**config.mk**
```make
export PLATFORM = sky130hd
export DESIGN_NAME = odsr_top
export DESIGN_NICKNAME = d
export VERILOG_FILES = /design/src/core/odsr_pkg.sv /design/src/core/odsr_gate.sv /design/src/core/odsr_top.sv
export SDC_FILE = /design/constraint.sdc
export NUM_CORES = 1
export LEC_CHECK = 0
export BUFFER_PORTS_ARGS = -buffer_cell sky130_fd_sc_hd__buf_2
export CAP_MARGIN = 5
export CORE_MARGIN = 4
export CORE_UTILIZATION = 48
export DETAILED_ROUTE_END_ITERATION = 8
export PLACE_DENSITY = 0.71
export SYNTH_ARGS = -nofsm -noshare
export SYNTH_HDL_FRONTEND = slang
export SYNTH_SLANG_ARGS = --single-unit
```
**constraint.sdc**
```tcl
create_clock -name mclk -period 1.2 [get_ports mclk]
set_input_delay 0.12 -clock mclk [delete_from_list [all_inputs] [get_ports mclk]]
set_output_delay 0.12 -clock mclk [all_outputs]
set_load 0.05 [all_outputs]
```
**src/core/odsr_pkg.sv**
```systemverilog
package odsr_pkg;
  // ------------------------------------------------------------
  // Register map
  // ------------------------------------------------------------
  localparam logic [7:0] ODSR_ADDR_IDLE_0_3 = 8'h05;
  localparam logic [7:0] ODSR_ADDR_IDLE_4_7 = 8'h06;
  localparam logic [7:0] ODSR_ADDR_IDLE_8_11 = 8'h07;
  localparam logic [7:0] ODSR_ADDR_ENABLE_0_7 = 8'h08;
  localparam logic [7:0] ODSR_RST_IDLE = 8'h00;
  localparam logic [7:0] ODSR_RST_ENABLE = 8'h00;
  localparam int ODSR_NUM_OUT = 12;
  localparam int ODSR_FIELD_W = 2;
  localparam int ODSR_FIRST_EN = 2;
  localparam int ODSR_LAST_EN = 7;
  // ------------------------------------------------------------
  // Rest encodings
  // ------------------------------------------------------------
  localparam logic [1:0] ODSR_REST_BOTH_LOW = 2'h0;
  localparam logic [1:0] ODSR_REST_DRIVE_LOW = 2'h1;
  localparam logic [1:0] ODSR_REST_HIZ = 2'h2;
  typedef enum logic [1:0] {
    ODSR_ACT_BOTH_LOW,
    ODSR_ACT_DRIVE_LOW,
    ODSR_ACT_HIZ,
    ODSR_ACT_RUN
  } odsr_drive_t;
endpackage

```
**src/core/odsr_gate.sv**
```systemverilog
`timescale 1ns/1ps
// ------------------------------------------------------------
// One output's glitch-free gate and leg decode
// ------------------------------------------------------------
module odsr_gate (
  input wire logic mclk, // System clock
  input wire logic rst_n, // Async reset, active low
  input wire logic clk_low, // Buffered clock is low, synced
  input wire logic enable, // Enable bit from register
  input wire logic [1:0] rest, // Rest field from register
  output logic leg_p, // True leg level
  output logic leg_n, // Complement leg level
  output logic leg_oe_n, // Leg drive enable, low drives
  output logic running // Driver in steering mode
);
  import odsr_pkg::*;
  logic run_ff, nxt_run;
  logic p_ff, nxt_p, n_ff, nxt_n, oe_n_ff, nxt_oe_n;

  // Gate state moves only in clock-low phase to avoid runt pulses
  always_comb begin
    nxt_run = run_ff;
    if (clk_low) begin
      nxt_run = enable;
    end
  end

  // Leg decode; rest field ignored while running
  always_comb begin
    nxt_p = 1'b0;
    nxt_n = 1'b0;
    nxt_oe_n = 1'b0;
    if (nxt_run) begin
      nxt_oe_n = 1'b0;
    end else if (rest == ODSR_REST_BOTH_LOW) begin
      nxt_n = 1'b0;
    end else if (rest == ODSR_REST_DRIVE_LOW) begin
      nxt_n = 1'b1;
    end else begin
      nxt_oe_n = 1'b1;
    end
  end

  always_ff @(posedge mclk or negedge rst_n) begin
    if (!rst_n) begin
      run_ff <= 1'b0;
      p_ff <= 1'b0;
      n_ff <= 1'b0;
      oe_n_ff <= 1'b0;
    end else begin
      run_ff <= nxt_run;
      p_ff <= nxt_p;
      n_ff <= nxt_n;
      oe_n_ff <= nxt_oe_n;
    end
  end

  assign leg_p = p_ff;
  assign leg_n = n_ff;
  assign leg_oe_n = oe_n_ff;
  assign running = run_ff;
endmodule

```
**src/core/odsr_top.sv**
```systemverilog
`timescale 1ns/1ps
// ------------------------------------------------------------
// Output rest-state and enable register bank
// ------------------------------------------------------------
module odsr_top (
  input wire logic mclk, // System clock
  input wire logic rst_n, // Async reset, active low
  input wire logic variant_12, // Twelve-output variant strap
  input wire logic [7:0] reg_addr, // Register address
  input wire logic [7:0] reg_wdata, // Write data
  input wire logic reg_wr, // Write strobe, one cycle
  input wire logic reg_rd, // Read strobe, one cycle
  output logic [7:0] reg_rdata, // Read data, registered
  input wire logic buf_clk, // Buffered clock level, async
  output logic [odsr_pkg::ODSR_NUM_OUT-1:0] leg_p, // True legs
  output logic [odsr_pkg::ODSR_NUM_OUT-1:0] leg_n, // Complement legs
  output logic [odsr_pkg::ODSR_NUM_OUT-1:0] leg_oe_n, // Low drives leg
  output logic [odsr_pkg::ODSR_NUM_OUT-1:0] low_power_steering_mode // Run
);
  import odsr_pkg::*;

  // ------------------------------------------------------------
  // Registers
  // ------------------------------------------------------------
  logic [7:0] idle_0_3_ff, nxt_idle_0_3;
  logic [7:0] idle_4_7_ff, nxt_idle_4_7;
  logic [7:0] idle_8_11_ff, nxt_idle_8_11;
  logic [7:0] enable_ff, nxt_enable;
  logic [7:0] rdata_ff, nxt_rdata;
  logic var12_s1_ff, var12_ff;
  logic clk_s1_ff, clk_s2_ff;
  logic [3:0] en_hi;
  logic [ODSR_NUM_OUT-1:0] en_all;
  logic [2*ODSR_NUM_OUT-1:0] rest_all;

  // Write decode; only outputs 2 to 7 enables are writable here
  always_comb begin
    nxt_idle_0_3 = idle_0_3_ff;
    nxt_idle_4_7 = idle_4_7_ff;
    nxt_idle_8_11 = idle_8_11_ff;
    nxt_enable = enable_ff;
    if (reg_wr) begin
      unique case (reg_addr)
        ODSR_ADDR_IDLE_0_3: nxt_idle_0_3 = reg_wdata;
        ODSR_ADDR_IDLE_4_7: nxt_idle_4_7 = reg_wdata;
        ODSR_ADDR_IDLE_8_11: begin
          if (var12_ff) begin
            nxt_idle_8_11 = reg_wdata;
          end
        end
        ODSR_ADDR_ENABLE_0_7: begin
          nxt_enable[ODSR_LAST_EN:ODSR_FIRST_EN] =
            reg_wdata[ODSR_LAST_EN:ODSR_FIRST_EN];
        end
        default: ;
      endcase
    end
  end

  // Read mux; absent or unmapped addresses read zero
  always_comb begin
    nxt_rdata = rdata_ff;
    if (reg_rd) begin
      unique case (reg_addr)
        ODSR_ADDR_IDLE_0_3: nxt_rdata = idle_0_3_ff;
        ODSR_ADDR_IDLE_4_7: nxt_rdata = idle_4_7_ff;
        ODSR_ADDR_IDLE_8_11: nxt_rdata = var12_ff ? idle_8_11_ff : 8'h00;
        ODSR_ADDR_ENABLE_0_7: nxt_rdata = enable_ff;
        default: nxt_rdata = 8'h00;
      endcase
    end
  end

  always_ff @(posedge mclk or negedge rst_n) begin
    if (!rst_n) begin
      idle_0_3_ff <= ODSR_RST_IDLE;
      idle_4_7_ff <= ODSR_RST_IDLE;
      idle_8_11_ff <= ODSR_RST_IDLE;
      enable_ff <= ODSR_RST_ENABLE;
      rdata_ff <= 8'h00;
    end else begin
      idle_0_3_ff <= nxt_idle_0_3;
      idle_4_7_ff <= nxt_idle_4_7;
      idle_8_11_ff <= nxt_idle_8_11;
      enable_ff <= nxt_enable;
      rdata_ff <= nxt_rdata;
    end
  end

  // Strap is a pin; two stages so a slow edge cannot go metastable
  always_ff @(posedge mclk or negedge rst_n) begin
    if (!rst_n) begin
      var12_s1_ff <= 1'b0;
      var12_ff <= 1'b0;
    end else begin
      var12_s1_ff <= variant_12;
      var12_ff <= var12_s1_ff;
    end
  end

  // Clock level is asynchronous; two-stage synchroniser
  always_ff @(posedge mclk or negedge rst_n) begin
    if (!rst_n) begin
      clk_s1_ff <= 1'b0;
      clk_s2_ff <= 1'b0;
    end else begin
      clk_s1_ff <= buf_clk;
      clk_s2_ff <= clk_s1_ff;
    end
  end

  // Enables for outputs 8 to 11 sit elsewhere; held off here
  assign en_hi = 4'h0;
  assign en_all = {en_hi, enable_ff};
  assign rest_all = {idle_8_11_ff, idle_4_7_ff, idle_0_3_ff};
  assign reg_rdata = rdata_ff;

  // One gate per output
  for (genvar i = 0; i < ODSR_NUM_OUT; i++) begin : g_out
    odsr_gate u_gate (
      .mclk(mclk),
      .rst_n(rst_n),
      .clk_low(~clk_s2_ff),
      .enable(en_all[i]),
      .rest(rest_all[ODSR_FIELD_W*i +: ODSR_FIELD_W]),
      .leg_p(leg_p[i]),
      .leg_n(leg_n[i]),
      .leg_oe_n(leg_oe_n[i]),
      .running(low_power_steering_mode[i])
    );
  end
endmodule

```
==> reports/results.md <==
- 0.00195 mm^2 — area of all sequential standard cells
- 3.91 mW — internal cell power
- -0.249 ns — Post-Route Setup TNS
- 31 — number of distinct library cell variants in the gate-level netlist after synthesis
- 56.9% — sequential area share after synthesis
- 0.00841 ns — clock tree skew after final layout
- 48.3% — fraction of layout instances using a drive strength above 1
- buffers and inverters — dominant combinational cell family by area after synthesis
- 56.9% — top-area cell type share of the netlist area
- 0 — maximum capacitance violations
- 0 — Antenna diodes
- sky130_fd_sc_hd__dfrtp_1, sky130_fd_sc_hd__buf_4, sky130_fd_sc_hd__mux2_2, sky130_fd_sc_hd__nor3b_1, sky130_fd_sc_hd__mux2_4 — biggest area contributors in the synthesized netlist
- 1300 mW/mm^2 — power density of the placed cells
- 59.1% — final core occ
- sky130_fd_sc_hd__dfrtp_1 — cell type with the highest aggregate area in the netlist
- 6.78 mm — sum of routed wire length over all layers
- setup timing — violations in the final reports
- 7 — highest net fanout along the worst path
- 0 — DRC violation count after routing
- 4.87 — Vias/cell
- 0 — count of final hold-check violations
- 78 — number of top-level pins
- sky130_fd_sc_hd__dfrtp_1 — dominant register cell in the synthesized netlist
- 11.7% — simple-gate area share of the yosys netlist
- 0% — arithmetic-cell share of the synthesized area counting full adders, half adders and majority gates
- 26.1% — switching power share of the total
- 78 — flops & latches, synth
- 0.00687 mm^2 — Placeable Area
- 5.00 mm — Final HPWL DP
- 2 — buffers from clock root to sink, at most
- 11.0 mm — wire length of the first global-routing pass
- 0.00857 mm^2 — Total Die Area
- 0 — number of antenna violations at the first check in global routing
- 0.08 ns — Clock transition at path regs
- 0.000873 V — Max VDD drop
- 1.38 mW — total net switching power
- 30 — Placement Rows
- 0.00118 mm^2 — combined area of the multi-input logic cells
- 18.3% — P&R area growth vs syn
- 100% — share of flip-flops with an asynchronous set or reset after synthesis
- input port to flip-flop — type of the tightest min-delay check
- -0.0375 ns — setup ws final
- 0 — global-route congestion overflow total
- 0.787 — RePlAce Congestion
- sky130_fd_sc_hd__dfrtp_1, sky130_fd_sc_hd__buf_4, sky130_fd_sc_hd__mux2_2 — commonest cells in the netlist
- 3 — H-tree lvl count
- 408 — number of cells in the design after placement
- 0.34 ns — clock latency on the worst-skew pair
- 1.46 ns — Crit path arrival time
- 79 — pin count of the biggest net entering global routing
- 0% — xor and xnor area share after synthesis
- 808 MHz — Fmax achieved
- sky130_fd_sc_hd__clkbuf_8 — CTS root buf
- 1.42 ns — worst path required time
- 35.9% — clock power share
- done — clock tree from TritonCTS
- 2.19 nW — leak pwr
- 11.8% — fraction of power consumed by combinational cells
- 12.5% — mux cell area share after synthesis
- 65 — input/output buffers
- 584 — Layout fillers
- 103% — Period Utilization, post-route
- 0 — number of pins with negative max-slew slack in the final report
- 4 — detailed-routing iteration count for the pre-antenna-repair pass
- 1.24 ns — final critical-path required period
- 265 — count of mapped cells out of synthesis
- 349 — net count reported at finish
- 2078 — total number of vias
- 50.0% — initial cell density of the core
- 6.31% — area fraction in compound gates after synthesis
- 13.0 um^2 — post-synthesis average cell area
- 0 — Detail Route Antenna Nets
- 9 — number of setup violations in the final report
- 92.6 um — Horiz. Die Dim
- 101 — DRT iter0 DRCs
- 427 — non-filler instance count after layout
- sky130_fd_sc_hd__dfrtp_1 — most common cell in the synthesized netlist
- finished, violations left — result of the run
- flip-flop — CP Launch Type
- 15.9 um — routed wire length per instance
- 78 — number of sinks driven by the clock tree
- 2180 — vias in the first global route
- flip-flop — Worst setup EP type
- 16.9% — global router's overall resource usage
- 0.00343 mm^2 — netlist area before placement
- 5.30 mW — overall power after layout
- 9 — TritonCTS Buffers
- 92.6 um — vertical extent of the die
- 0 — Synth Warn #
- true — unrepaired setup endpoints after global routing
- 0 — number of enable-type register cells in the synthesized netlist
- flip-flop to flip-flop — worst setup path class
- -0.411 ns — pre-CTS setup slack
- 52.4% — sequential power share
## final cells by class
cell class / count / area share (%)
sequential: 78 / 48.1
timing repair buffer: 96 / 14.6
multi-input combinational: 134 / 29.0
inverter: 8 / 0.740
clock inverter: 4 / 1.17
tap: 96 / 2.96
clock buffer: 11 / 3.48
## cell families after synthesis
logic type      Yosys count
buf+inv                  64
flops                    78
mux                      36
other cells               1
compound gates           26
simple gates             60
## state kept, by name, summed over array words and instances (netlist names)
register               flops
g_out.u_gate.leg_oe_n     12
enable_ff                  6
clk_s1_ff                  1
g_out.u_gate.leg_n        12
clk_s2_ff                  1
idle_8_11_ff               8
var12_s1_ff                1
idle_0_3_ff                8
g_out.u_gate.running      12
idle_4_7_ff                8
reg_rdata                  8
var12_ff                   1
## power by group through the flow
stage | combinational [mW] | sequential (mW) | clock [mW]
2_1_floorplan | 0.484 | 2.81 | 0
3_3_place_gp | 0.606 | 2.82 | 0
3_5_place_dp | 0.611 | 2.82 | 0
4_1_cts | 0.622 | 2.77 | 1.94
5_1_grt | 0.667 | 2.78 | 2.08
6_report | 0.624 | 2.77 | 1.90
## cell usage in the layout, fill, tap and decap left out, types with 2 or more instances in the layout
| cell | count |
|---|---|
| sky130_fd_sc_hd__mux2_4 | 14 |
| sky130_fd_sc_hd__inv_1 | 8 |
| sky130_fd_sc_hd__dlygate4sd3_1 | 3 |
| sky130_fd_sc_hd__buf_2 | 64 |
| sky130_fd_sc_hd__nor3_1 | 4 |
| sky130_fd_sc_hd__a221o_1 | 6 |
| sky130_fd_sc_hd__o21ai_1 | 2 |
| sky130_fd_sc_hd__conb_1 | 12 |
| sky130_fd_sc_hd__a22o_1 | 7 |
| sky130_fd_sc_hd__nand3_1 | 4 |
| sky130_fd_sc_hd__nor2b_1 | 12 |
| sky130_fd_sc_hd__and3_1 | 2 |
| sky130_fd_sc_hd__and2_1 | 7 |
| sky130_fd_sc_hd__buf_4 | 25 |
| sky130_fd_sc_hd__a32o_1 | 2 |
| sky130_fd_sc_hd__buf_6 | 3 |
| sky130_fd_sc_hd__a31oi_1 | 3 |
| sky130_fd_sc_hd__nor2_1 | 7 |
| sky130_fd_sc_hd__clkbuf_8 | 10 |
| sky130_fd_sc_hd__o21ai_0 | 4 |
| sky130_fd_sc_hd__nor3b_1 | 8 |
| sky130_fd_sc_hd__nor3b_2 | 6 |
| sky130_fd_sc_hd__dfrtp_1 | 77 |
| sky130_fd_sc_hd__mux2_2 | 22 |
| sky130_fd_sc_hd__clkinv_2 | 2 |
## routing by layer
metal / vias to the layer above / part of all wire, % / track usage [%]
met5: - / 0 / 0
met4: 0 / 1.5 / 7.05
met3: 9 / 6.0 / 5.77
met2: 64 / 48 / 27.2
met1: 1025 / 44 / 20.7
li1: 980 / - / -
## final timing paths
| path | slack [ns] | cells after the start | end | from |
|---|---|---|---|---|
| min | 0.04 | 2 | idle_0_3_ff[1] | reg_wdata[1] |
| max | -0.04 | 3 | idle_8_11_ff[1] | var12_ff |
| max reg2reg | -0.04 | 3 | idle_8_11_ff[1] | var12_ff |
| min in group asynchronous | 0.35 | 3 | g_out[5].u_gate.leg_n | rst_n |
| min reg2reg | 0.36 | 0 | clk_s2_ff | clk_s1_ff |
| max in group asynchronous | 0.51 | 3 | var12_ff | rst_n |
## worst max-delay path, cell delays in order (launching register included)
cell and delay, ns:
sky130_fd_sc_hd__dfrtp_2 0.45, sky130_fd_sc_hd__and4_4 0.26, sky130_fd_sc_hd__buf_6 0.13, sky130_fd_sc_hd__mux2_4 0.29
## what timing repair did
action / in CTS / in global routing
resized for setup: 6 / 9
setup buffers: 1 / 0
hold buffers: 3 / 0
setup endpoints to repair: 12 / 19
pin swaps: 3 / 0
hold endpoints to repair: 80 / 0
## through the flow
step                      hold WS (ns)  area (um^2)
after global placement           0.170         3780
after global routing            0.0222         4060
after detailed placement         0.174         3780
after CTS                       0.0320         4020
final                           0.0424         4060
after floorplan                 -0.176         3530
No activity file was read; power rests on OpenSTA's default activity.
